$ cat src/verilog/dgc_pkg.sv
package dgc_pkg;
  localparam int unsigned GAIN_W      = 6;
  localparam logic [5:0]  GAIN_MAX    = 6'h3f;
  localparam logic [5:0]  GAIN_MIN    = 6'h00;
  localparam logic [5:0]  GAIN_RST    = 6'h00;
  localparam logic [5:0]  STEP_0P5DB  = 6'h01;
  localparam logic [5:0]  STEP_1DB    = 6'h02;
  localparam logic [5:0]  STEP_2DB    = 6'h04;
  localparam logic [5:0]  STEP_6DB    = 6'h0c;
  localparam int unsigned SIZE_MSB_POS = 2;
  localparam int unsigned SIZE_LSB_POS = 1;
  localparam int unsigned SPI_BITS    = 16;
  localparam logic [4:0]  SPI_CNT_RST = 5'h00;
  localparam logic [15:0] SPI_WORD_RST = 16'h0000;

  typedef enum logic [1:0] {
    DGC_MODE_PARALLEL = 2'b00,
    DGC_MODE_PULSE    = 2'b10,
    DGC_MODE_SERIAL   = 2'b01,
    DGC_MODE_BAD      = 2'b11
  } dgc_mode_t;
endpackage : dgc_pkg

$ cat src/verilog/dgc_top.sv
// Notes on behaviour
// - Both mode selects low: gain follows the parallel gain word.
// - High/low mode selects: pulse mode, gain moves only via up/down.
// - Low/high mode selects: gain set only over serial interface.
// - Latch asserted in parallel mode: gain follows word one mclk later.
// - Latch released: last gain kept, word changes ignored.
// - Gain word binary weighted, lsb 0.5dB up to msb 16dB.
// - Active-low enable per channel; low enables the channel.
// - Up pulse raises gain one step, down pulse lowers one step.
// - Step size: 11 0.5dB, 10 1dB, 01 2dB, 00 6dB.
// - Each channel keeps its own step-size selection.
// - In pulse mode gain bits 2 and 1 are step-size selects.
`timescale 1ns/10ps
`default_nettype none
module dgc_top
  import dgc_pkg::*;
(
  input  wire logic              mclk,
  input  wire logic              nrst,
  input  wire logic              mode_select_hi,
  input  wire logic              mode_select_lo,
  input  wire logic [GAIN_W-1:0] gain_switch_bank_a,
  input  wire logic [GAIN_W-1:0] gain_switch_bank_b,
  input  wire logic              gain_latch_ch_a,
  input  wire logic              gain_latch_ch_b,
  input  wire logic              chan_a_enable_n,
  input  wire logic              chan_b_enable_n,
  input  wire logic              step_up_ch_a,
  input  wire logic              step_up_ch_b,
  input  wire logic              step_down_ch_a,
  input  wire logic              step_down_ch_b,
  input  wire logic              spi_sclk,
  input  wire logic              spi_sdi,
  input  wire logic              spi_cs_n,
  output logic      [GAIN_W-1:0] gain_ch_a,
  output logic      [GAIN_W-1:0] gain_ch_b,
  output logic                   chan_a_active,
  output logic                   chan_b_active,
  output logic                   mode_fault,
  output logic      [15:0]       spi_word,
  output logic                   spi_word_valid
);
  logic [1:0]  mode;
  logic        sclk_q, sclk_d, cs_q, cs_d;
  logic [4:0]  cnt_q, cnt_d;
  logic [15:0] sh_q, sh_d, word_q, word_d;
  logic        vld_q, vld_d;
  logic        act_a_q, act_a_d, act_b_q, act_b_d, flt_q, flt_d;
  logic        load_a, load_b;
  logic [GAIN_W-1:0] bank_w [2];
  logic [GAIN_W-1:0] gain_w [2];
  logic [1:0]  latch_w, up_w, dn_w, load_w;

  assign mode = {mode_select_hi, mode_select_lo};

  // Serial frame: mode 3, data taken on rising sclk, 16 bits
  // Sclk is oversampled, so it must stay below mclk/2.
  always_comb begin
    sclk_d = spi_sclk;
    cs_d   = spi_cs_n;
    cnt_d  = cnt_q;
    sh_d   = sh_q;
    word_d = word_q;
    vld_d  = 1'b0;
    if (spi_cs_n) begin
      cnt_d = SPI_CNT_RST;
    end else if (spi_sclk && !sclk_q) begin
      sh_d  = {sh_q[14:0], spi_sdi};
      cnt_d = (cnt_q == 5'(SPI_BITS)) ? cnt_q : cnt_q + 5'h01;
    end
    // Word commits at chip-select release, frames under 16 bits dropped
    if (spi_cs_n && !cs_q && cnt_q == 5'(SPI_BITS)) begin
      word_d = sh_q;
      vld_d  = (mode == DGC_MODE_SERIAL);
    end
  end

  // Bits 5 to 0 carry the gain; bit 8 picks the channel
  assign load_a = vld_q && !word_q[8];
  assign load_b = vld_q && word_q[8];

  always_comb begin
    act_a_d = !chan_a_enable_n;
    act_b_d = !chan_b_enable_n;
    // Channel B bit 5 low outside parallel mode leaves the part undefined
    flt_d = (mode == DGC_MODE_BAD) ||
            (mode != DGC_MODE_PARALLEL && !gain_switch_bank_b[5]);
  end

  always_ff @(posedge mclk or negedge nrst) begin
    if (!nrst) begin
      sclk_q  <= 1'b1;
      cs_q    <= 1'b1;
      cnt_q   <= SPI_CNT_RST;
      sh_q    <= SPI_WORD_RST;
      word_q  <= SPI_WORD_RST;
      vld_q   <= 1'b0;
    end else begin
      sclk_q  <= sclk_d;
      cs_q    <= cs_d;
      cnt_q   <= cnt_d;
      sh_q    <= sh_d;
      word_q  <= word_d;
      vld_q   <= vld_d;
    end
  end

  always_ff @(posedge mclk or negedge nrst) begin
    if (!nrst) begin
      act_a_q <= 1'b0;
      act_b_q <= 1'b0;
      flt_q   <= 1'b0;
    end else begin
      act_a_q <= act_a_d;
      act_b_q <= act_b_d;
      flt_q   <= flt_d;
    end
  end

  assign bank_w[0] = gain_switch_bank_a;
  assign bank_w[1] = gain_switch_bank_b;
  assign latch_w   = {gain_latch_ch_b, gain_latch_ch_a};
  assign up_w      = {step_up_ch_b, step_up_ch_a};
  assign dn_w      = {step_down_ch_b, step_down_ch_a};
  assign load_w    = {load_b, load_a};

  // One instance per channel keeps step size per channel
  for (genvar ch = 0; ch < 2; ch++) begin : g_ch
    dgc_channel u_ch (
      .mclk       (mclk),
      .nrst       (nrst),
      .mode       (mode),
      .gain_word  (bank_w[ch]),
      .gain_latch (latch_w[ch]),
      .step_up    (up_w[ch]),
      .step_down  (dn_w[ch]),
      .spi_load   (load_w[ch]),
      .spi_gain   (word_q[5:0]),
      .gain       (gain_w[ch])
    );
  end

  assign gain_ch_a      = gain_w[0];
  assign gain_ch_b      = gain_w[1];

  assign chan_a_active  = act_a_q;
  assign chan_b_active  = act_b_q;
  assign mode_fault     = flt_q;
  assign spi_word       = word_q;
  assign spi_word_valid = vld_q;

  chk_enable_low: assert property (
    @(posedge mclk) disable iff (!nrst)
    !chan_a_enable_n |=> chan_a_active)
    else $error("channel a not enabled by low enable");
  chk_enable_b: assert property (
    @(posedge mclk) disable iff (!nrst)
    !chan_b_enable_n |=> chan_b_active)
    else $error("channel b not enabled by low enable");
  chk_disable_a: assert property (
    @(posedge mclk) disable iff (!nrst)
    chan_a_enable_n |=> !chan_a_active)
    else $error("channel a active with high enable");
  chk_disable_b: assert property (
    @(posedge mclk) disable iff (!nrst)
    chan_b_enable_n |=> !chan_b_active)
    else $error("channel b active with high enable");

  chk_serial_only: assert property (
    @(posedge mclk) disable iff (!nrst)
    (mode == DGC_MODE_SERIAL && !vld_q) |=> $stable(gain_ch_a))
    else $error("gain moved in serial mode without a word");
  chk_serial_only_b: assert property (
    @(posedge mclk) disable iff (!nrst)
    (mode == DGC_MODE_SERIAL && !vld_q) |=> $stable(gain_ch_b))
    else $error("channel b gain moved in serial mode without a word");
  chk_load_a: assert property (
    @(posedge mclk) disable iff (!nrst)
    (vld_q && !word_q[8] && mode == DGC_MODE_SERIAL)
    |=> gain_ch_a == $past(word_q[5:0]))
    else $error("channel a missed serial gain");
  chk_load_b: assert property (
    @(posedge mclk) disable iff (!nrst)
    (vld_q && word_q[8] && mode == DGC_MODE_SERIAL)
    |=> gain_ch_b == $past(word_q[5:0]))
    else $error("channel b missed serial gain");
  chk_valid_serial: assert property (
    @(posedge mclk) disable iff (!nrst)
    vld_q |-> $past(mode) == DGC_MODE_SERIAL)
    else $error("word valid outside serial mode");

  // Word may only move at the end of a frame
  chk_word_stable: assert property (
    @(posedge mclk) disable iff (!nrst)
    !(spi_cs_n && !cs_q) |=> $stable(spi_word))
    else $error("serial word moved without frame end");
  chk_short_frame: assert property (
    @(posedge mclk) disable iff (!nrst)
    (spi_cs_n && !cs_q && cnt_q != 5'(SPI_BITS)) |=> !vld_q)
    else $error("short frame taken as a word");
  chk_spi_len: assert property (
    @(posedge mclk) disable iff (!nrst)
    vld_q |-> $past(cnt_q, 2) == 5'h10)
    else $error("word taken with wrong bit count");

  chk_b5_fault: assert property (
    @(posedge mclk) disable iff (!nrst)
    (mode == DGC_MODE_PULSE && !gain_switch_bank_b[5]) |=> mode_fault)
    else $error("missing fault on low channel b bit 5");
  chk_serial_fault: assert property (
    @(posedge mclk) disable iff (!nrst)
    (mode == DGC_MODE_SERIAL && !gain_switch_bank_b[5]) |=> mode_fault)
    else $error("missing fault on low bit 5 in serial mode");
  chk_parallel_fault: assert property (
    @(posedge mclk) disable iff (!nrst)
    (mode == DGC_MODE_PARALLEL) |=> !mode_fault)
    else $error("fault raised in parallel mode");
  chk_bad_mode: assert property (
    @(posedge mclk) disable iff (!nrst)
    (mode == DGC_MODE_BAD)
    |=> mode_fault && $stable(gain_ch_a) && $stable(gain_ch_b))
    else $error("invalid mode did not hold gain and flag fault");
  cov_serial: cover property (@(posedge mclk) spi_word_valid);
  cov_par_load: cover property (@(posedge mclk)
    mode == DGC_MODE_PARALLEL && gain_latch_ch_b ##1 !gain_latch_ch_b);
  cov_fault: cover property (@(posedge mclk) mode_fault);
endmodule : dgc_top
`default_nettype wire

$ cat src/verilog/dgc_channel.sv
`timescale 1ns/10ps
`default_nettype none
module dgc_channel
  import dgc_pkg::*;
(
  input  wire logic              mclk,
  input  wire logic              nrst,
  input  wire logic [1:0]        mode,
  input  wire logic [GAIN_W-1:0] gain_word,
  input  wire logic              gain_latch,
  input  wire logic              step_up,
  input  wire logic              step_down,
  input  wire logic              spi_load,
  input  wire logic [GAIN_W-1:0] spi_gain,
  output logic      [GAIN_W-1:0] gain
);
  logic [GAIN_W-1:0] gain_q, gain_d;
  logic              up_q, up_d, dn_q, dn_d;
  logic [GAIN_W-1:0] step;
  logic              up_evt, dn_evt;
  logic [GAIN_W:0]   sum;

  always_comb begin
    // Bits 2 and 1 pick the increment in pulse mode
    case ({gain_word[SIZE_MSB_POS], gain_word[SIZE_LSB_POS]})
      2'b11:   step = STEP_0P5DB;
      2'b10:   step = STEP_1DB;
      2'b01:   step = STEP_2DB;
      default: step = STEP_6DB;
    endcase
  end

  // Rising edge only, so one action per press
  assign up_evt = step_up & ~up_q;
  assign dn_evt = step_down & ~dn_q;

  always_comb begin
    up_d   = step_up;
    dn_d   = step_down;
    gain_d = gain_q;
    sum    = {1'b0, gain_q};
    case (dgc_mode_t'(mode))
      DGC_MODE_PARALLEL: begin
        if (gain_latch) begin
          gain_d = gain_word;
        end
      end
      DGC_MODE_PULSE: begin
        // Both pressed together cancel out
        if (up_evt && !dn_evt) begin
          sum    = {1'b0, gain_q} + {1'b0, step};
          gain_d = sum[GAIN_W] ? GAIN_MAX : sum[GAIN_W-1:0];
        end else if (dn_evt && !up_evt) begin
          gain_d = (gain_q < step) ? GAIN_MIN : gain_q - step;
        end
      end
      DGC_MODE_SERIAL: begin
        if (spi_load) begin
          gain_d = spi_gain;
        end
      end
      default: gain_d = gain_q;
    endcase
  end

  always_ff @(posedge mclk or negedge nrst) begin
    if (!nrst) begin
      gain_q <= GAIN_RST;
      up_q   <= 1'b0;
      dn_q   <= 1'b0;
    end else begin
      gain_q <= gain_d;
      up_q   <= up_d;
      dn_q   <= dn_d;
    end
  end

  assign gain = gain_q;

  chk_hold_latch: assert property (
    @(posedge mclk) disable iff (!nrst)
    (mode == DGC_MODE_PARALLEL && !gain_latch) |=> $stable(gain_q))
    else $error("gain moved while latch closed");
  chk_transparent: assert property (
    @(posedge mclk) disable iff (!nrst)
    (mode == DGC_MODE_PARALLEL && gain_latch) |=> gain_q == $past(gain_word))
    else $error("transparent latch did not follow word");
  // A fresh down press while up is held still steps
  chk_one_step: assert property (
    @(posedge mclk) disable iff (!nrst)
    (mode == DGC_MODE_PULSE && step_up && up_q && !dn_evt)
    |=> $stable(gain_q))
    else $error("held button stepped twice");
  chk_step_up: assert property (
    @(posedge mclk) disable iff (!nrst)
    (mode == DGC_MODE_PULSE && up_evt && !dn_evt &&
     {1'b0, gain_q} + {1'b0, step} <= 7'h3f)
    |=> gain_q == $past(gain_q) + $past(step))
    else $error("up step wrong");
  chk_floor: assert property (
    @(posedge mclk) disable iff (!nrst)
    (mode == DGC_MODE_PULSE && dn_evt && !up_evt && gain_q < step)
    |=> gain_q == GAIN_MIN)
    else $error("gain fell past floor");
  chk_size_6db: assert property (
    @(posedge mclk) disable iff (!nrst)
    (gain_word[2:1] == 2'b00) |-> step == STEP_6DB)
    else $error("step size decode wrong");
  cov_up: cover property (@(posedge mclk) mode == DGC_MODE_PULSE && up_evt);
  cov_ceiling: cover property (@(posedge mclk) sum[GAIN_W]);
endmodule : dgc_channel
`default_nettype wire

$ cat config.mk
export PLATFORM = sky130hd
export DESIGN_NAME = dgc_top
export DESIGN_NICKNAME = d
export VERILOG_FILES = /design/src/verilog/dgc_pkg.sv /design/src/verilog/dgc_top.sv /design/src/verilog/dgc_channel.sv
export SDC_FILE = /design/constraint.sdc
export NUM_CORES = 1
export LEC_CHECK = 0
export BUFFER_PORTS_ARGS = -buffer_cell sky130_fd_sc_hd__buf_2
export CAP_MARGIN = 10
export CORE_MARGIN = 5
export CORE_UTILIZATION = 31
export DETAILED_ROUTE_END_ITERATION = 10
export PLACE_DENSITY = 0.48
export SYNTH_ARGS = -nofsm -noshare
export SYNTH_HDL_FRONTEND = slang
export SYNTH_SLANG_ARGS = --single-unit
export TNS_END_PERCENT = 10
$ cat constraint.sdc
create_clock -name mclk -period 4.6 [get_ports mclk]
set_input_delay 0.92 -clock mclk [delete_from_list [all_inputs] [get_ports mclk]]
set_output_delay 0.92 -clock mclk [all_outputs]
set_load 0.01 [all_outputs]
Word level (Yosys, flattened, before mapping)

Index checks and enable logic that the tools add are counted.

Multipliers: 0
Add/sub/neg operators: 5
Shift operators: 0
Mux-type cells: 20
Bitwise logic cells: 9
Reductions and logical operators: 29
Divide/modulo/power cells: 0
Magnitude comparators: 2
Equal/unequal tests: 17

Operators with widths:

| operator                                                                 | count |
|---|---|
| 6-bit 2-to-1 mux                                                         | 12 |
| 6-bit case mux with 3 select lines                                       | 2 |
| 4-bit case mux with 3 select lines                                       | 2 |
| 5-bit 2-to-1 mux                                                         | 3 |
| 6-bit by 4-bit adder with 7-bit output                                   | 2 |
| 2-bit == test (second input constant)                                    | 6 |
| 6-bit by 4-bit < comparator with 1-bit output                            | 2 |
| 6-bit by 4-bit subtractor with 6-bit output                              | 2 |
| 1-bit logical AND                                                        | 10 |
| 1-bit zero test                                                          | 10 |
| 4-bit AND reduction                                                      | 2 |
| 2-bit by 1-bit == test with 1-bit output (second input constant)         | 3 |
| 2-bit inequality test (second input constant)                            | 3 |
| 3-bit by 1-bit inequality test with 1-bit output (second input constant) | 2 |
| 5-bit by 1-bit adder with 5-bit output (second input constant)           | 1 |
| 5-bit == test (second input constant)                                    | 1 |
| 1-bit inverter                                                           | 5 |
| 1-bit bitwise AND                                                        | 4 |
| 2-bit by 1-bit inequality test with 1-bit output (second input constant) | 2 |
| 2-bit AND reduction                                                      | 2 |
| 2-bit nonzero test                                                       | 2 |
| 3-bit nonzero test                                                       | 1 |
| 2-bit zero test                                                          | 1 |
| 1-bit logical OR                                                         | 1 |
| 1-bit 2-to-1 mux                                                         | 1 |

Bits in latches: 0
Bits of input ports: 27
Memories: 0
Register bits: 59
Memory bits (read-only): 0
RAM bits: 0
Word-level logic and storage cells: 97
Output and inout port bits: 32

Longest topological paths before layout

Depth in word-level cells: 7
Mapped depth: 9
Mapped depth without buffers: 9

By module

From an unflattened synthesis, not the netlist that was laid out.

Cell total of the unflattened synthesis: 345
Area total of the unflattened synthesis: 3786.1 um^2

By module, submodules not included:

| module                      | instances | area an instance (um^2) | seq. area each (um^2) | cells an instance |
|---|---|---|---|---|
| dgc_top                     | 1         | 1739.2                  | 1078.5                | 113 |
| dgc_channel at g_ch[0].u_ch | 1         | 1038.5                  | 200.2                 | 116 |
| dgc_channel at g_ch[1].u_ch | 1         | 1008.5                  | 200.2                 | 116 |

Least setup slack after synthesis

OpenSTA, ideal clock, no wires.

Path type: in2reg
Start point: in gain_switch_bank_b[1]
End point: reg g_ch[1].u_ch.gain_q[2]
Data required time: 4.474 ns
Data arrival time: 2.582 ns
Path buffers: 0
Setup time: 0.126 ns
Slack: 1.892 ns
Cell stages on the path: 9
Cells stage by stage: and2_1 -> ha_1 -> inv_1 -> fa_1 -> nor2b_1 -> o21a_1 -> or3_1 -> a41oi_1 -> o31ai_1

Longest elaborated chain between the ends: 7
Elaborated cells between the ends (all ways): 12
Classes of those cells: add/sub (2); order compare (1); eq/ne (3); mux (6)

RTL lines:

| element                                                                                                             | line              | source |
|---|---|---|
| start: declaration                                                                                                  | dgc_top.sv:23     | `input wire logic [GAIN_W-1:0] gain_switch_bank_b,` |
| 2-bit by 1-bit == test with 1-bit output / 2-bit == test (equally long branches)                                    | dgc_channel.sv:25 | `case ({gain_word[SIZE_MSB_POS], gain_word[SIZE_LSB_POS]})` |
| 4-bit case mux with 3 select lines *                                                                                | dgc_channel.sv:25 |  |
| 6-bit by 4-bit subtractor with 6-bit output / 6-bit by 4-bit < comparator with 1-bit output (equally long branches) | dgc_channel.sv:54 | `gain_d = (gain_q < step) ? GAIN_MIN : gain_q - step;` |
| 6-bit 2-to-1 mux                                                                                                    | dgc_channel.sv:54 |  |
| 6-bit 2-to-1 mux                                                                                                    | dgc_channel.sv:53 | `end else if (dn_evt && !up_evt) begin` |
| 6-bit 2-to-1 mux *                                                                                                  | dgc_channel.sv:50 | `if (up_evt && !dn_evt) begin` |
| 6-bit case mux with 3 select lines *                                                                                | dgc_channel.sv:42 | `case (dgc_mode_t'(mode))` |
| end signal: assignment                                                                                              | dgc_channel.sv:72 | `gain_q <= gain_d;` |
| end: declaration                                                                                                    | dgc_channel.sv:17 | `logic [GAIN_W-1:0] gain_q, gain_d;` |

Every way passes the cells marked *; elsewhere a longest branch is shown, timed or not. The select of a mux whose other input is x is not followed.
A chain may end at the register's enable or synchronous reset.

Final worst setup path

Start point: in gain_switch_bank_b[2]
End point: reg g_ch[1].u_ch.gain_q[2]

Longest elaborated chain between the ends: 7
Elaborated cells between the ends (all ways): 13
Classes of those cells: add/sub (2); order compare (1); eq/ne (3); mux (7)

RTL lines:

| element                                                                                                             | line |
|---|---|
| 2-bit by 1-bit == test with 1-bit output / 2-bit == test (equally long branches)                                    | dgc_channel.sv:25 |
| 4-bit case mux with 3 select lines                                                                                  | dgc_channel.sv:25 |
| 6-bit by 4-bit subtractor with 6-bit output / 6-bit by 4-bit < comparator with 1-bit output (equally long branches) | dgc_channel.sv:54 |
| 6-bit 2-to-1 mux                                                                                                    | dgc_channel.sv:54 |
| 6-bit 2-to-1 mux                                                                                                    | dgc_channel.sv:53 |
| 6-bit 2-to-1 mux                                                                                                    | dgc_channel.sv:50 |
| 6-bit case mux with 3 select lines *                                                                                | dgc_channel.sv:42 |

Marked as above.

==> results.sh <==
export IMPL_arrival_ps=2940
export IMPL_worst_slew_pin_slew_ps=735
export IMPL_fin_crit_ps=2750
export IMPL_grt_util_met3_pct=4.35
export IMPL_path_clk_slew_ps=50
export IMPL_grt_max_degree=35
export IMPL_dp_hpwl_um=6810
export IMPL_wl_per_cell_um=16.0
export IMPL_die_h_um=119
export IMPL_syn_cell_area_mm2=0.00367
export IMPL_synth_area_leaders="dfrtp_1 39%, mux2_2 9.5%, ha_1 7.5%, inv_1 2.8%, nand2_1 2.7%"
export IMPL_finClkSkew_ps=6.49
export IMPL_total_power_mw=1.85
export IMPL_die_w_um=119
export IMPL_post_drt_via_cell_ratio=4.94
export IMPL_synthDominantCellAreaShare_pct=38.9
export IMPL_fmax_mhz=364
export IMPL_routed_wl_um=8980
export IMPL_syn_nets=411
export IMPL_cap_violations=0
export IMPL_cts_buffer_depth=2
export IMPL_finalSetupTns_ps=0
export IMPL_path_max_fanout=6
export IMPL_ys_ff_latch=59
export IMPL_start_util_pct=31.8
export IMPL_fin_nets=465
export IMPL_grtUsageMet2_pct=21.8
export IMPL_root_buffer="clkbuf_16"
export IMPL_ctsResizeCount=0
export IMPL_antenna_cells=0
export IMPL_grt_busiest_layer="met2"
export IMPL_layout_common_cells="58 x buf_2, 57 x dfrtp_1, 31 x mux2_2"
export IMPL_io_pins=59
export IMPL_gr_usage_all_layers_pct=13.4
export IMPL_hp_class="reg2reg"
export IMPL_cp_end_kind="register"
export IMPL_overflow=0
export IMPL_synth_warnings=0
export IMPL_postCtsSetupBuffers=0
export IMPL_finalHoldViolCount=0
export IMPL_drv_slew=0
export IMPL_drive_above_1_share_pct=29.5
export IMPL_cts_tree="yes"
export IMPL_drtAntennaViolNets=0
export IMPL_cts_buffers=9
export IMPL_drt_pass1_iter_count=4
export IMPL_antenna_found_initial=0
export IMPL_p_leak_nw=2.11
export IMPL_num_rows=39
export IMPL_num_fill_cells=1146
export IMPL_syn2layout_area_growth_pct=18.8
export IMPL_p_per_area_mw_per_mm2=425
export IMPL_grt_pass1_wl_um=15100
export IMPL_mostFrequentLayoutCell="buf_2"
export IMPL_placed_area_mm2=0.00406
export IMPL_status="complete, no violations"
export IMPL_finalCritPeriodShare_pct=59.8
export IMPL_port_buffers=58
export IMPL_synthDistinctLibCells=65
export IMPL_fin_area_mm2=0.00436
export IMPL_drtIter0Drc=154
export IMPL_setup_viol=0
export IMPL_fp_dieArea_mm2=0.0141
export IMPL_yosysTopAreaCell="dfrtp_1"
export IMPL_grt_pass1_vias=2907
export IMPL_criticalPathCategory="in2reg"
export IMPL_yosysSeqAreaShare_pct=40.3
export IMPL_synthCells=358
export IMPL_grtUsageMet1_pct=17.1
export IMPL_synthFlopType="dfrtp_1"
export IMPL_cp_start_kind="input port"
export IMPL_utilization_pct=37.8
export IMPL_vias=2764
export IMPL_rsz0062_at_grt="no"
export IMPL_gp_congestion=0.856
export IMPL_core_mm2=0.0115
export IMPL_relSlewSlack_pct=50.7
export IMPL_synth_edf_count=0
export IMPL_cts_sinks=59
export IMPL_ys_async_sr_fraction_pct=100
export IMPL_htree_levels=3
export IMPL_ir_drop_v=0.000243
export IMPL_ctsHoldBuffers=0
export IMPL_synth_avg_cell_area_um2=10.2
export IMPL_drc_errors=0
export IMPL_critPathRequiredTime_ps=4790
export IMPL_insertion_delay_ps=320
==> where the power goes <==
part / total [mW] / internal (mW) / switching (mW)
clock network: 0.661 / 0.433 / 0.229
logic: 0.516 / 0.237 / 0.279
registers: 0.674 / 0.591 / 0.0834
total: 1.85 / 1.26 / 0.591
==> synth_stat cells (7+ instances only) <==
| master | n |
|---|---|
| dfrtp_1 | 57 |
| mux2_2 | 31 |
| inv_1 | 27 |
| nand2_1 | 26 |
| ha_1 | 22 |
| nor2_1 | 19 |
| o31ai_1 | 12 |
| a21oi_1 | 11 |
| o21ai_0 | 11 |
| nand2b_1 | 9 |
| nor2b_1 | 9 |
| clkbuf_1 | 8 |
| nor3_1 | 7 |
==> critical path: stages <==
cell	delay [ps]
buf_2	130
and2_1	170
ha_1	200
inv_1	70
fa_1	380
nor2b_1	160
o21a_1	240
or3_1	360
a41oi_1	220
o31ai_1	110
==> kinds of logic after synthesis <==
kind of cell / after synthesis / share of synthesized area (%)
adders and majority gates: 26 / 9.69
and+or+nand+nor: 105 / 15.9
buffers and inverters: 45 / 5.32
AOI/OAI and AO/OA: 76 / 15.1
muxes: 38 / 11.5
xor gates and xnor gates: 9 / 2.15
DFF: 59 / 40.3
==> state kept, by name, summed over array words and instances, names as in the netlist, 2 cells and up <==
register / count
g_ch.u_ch.up_q: 2
g_ch.u_ch.dn_q: 2
sh_q: 16
cnt_q: 5
spi_word: 16
g_ch.u_ch.gain: 12
==> final timing paths <==
path,startpoint,end,slack (ps),cells past startpoint
worst min register to register,sh_q[15],spi_word[15],490,1
min in group asynchronous,nrst,g_ch[1].u_ch.gain[4],600,1
worst max register to register,g_ch[1].u_ch.gain[0],g_ch[1].u_ch.gain[2],2280,9
worst max-delay path,gain_switch_bank_b[2],g_ch[1].u_ch.gain[2],1850,10
max in group asynchronous,nrst,cs_q,3090,2
worst min-delay path,sh_q[15],spi_word[15],490,1
==> routing by layer <==
metal | vias up | routed length [um] | share of wire, %
met4 | 0 | 85 | 0.95
met5 | - | 0 | 0
li1 | 1369 | - | -
met2 | 65 | 4340 | 48
met3 | 7 | 556 | 6.2
met1 | 1323 | 4000 | 45
==> layout make-up <==
type                            count  area, um2  share of cell area, %
Multi-Input combinational cell    254       1990                   45.7
Sequential cell                    59       1480                   33.9
Timing Repair Buffer               60        305                   7.01
Clock buffer                       12        246                   5.66
Tap cell                          143        179                   4.11
Inverter                           28        105                   2.41
Clock inverter                      4       50.0                   1.15
==> stage by stage <==
step	hold slack, ps	instances	setup slack [ps]
finish	486	560	1850
floorplan	454	358	1890
CTS	501	560	1860
global placement	472	544	1530
detailed placement	488	544	1520
global route	525	560	1660
Power figures use the tool's default switching activity.
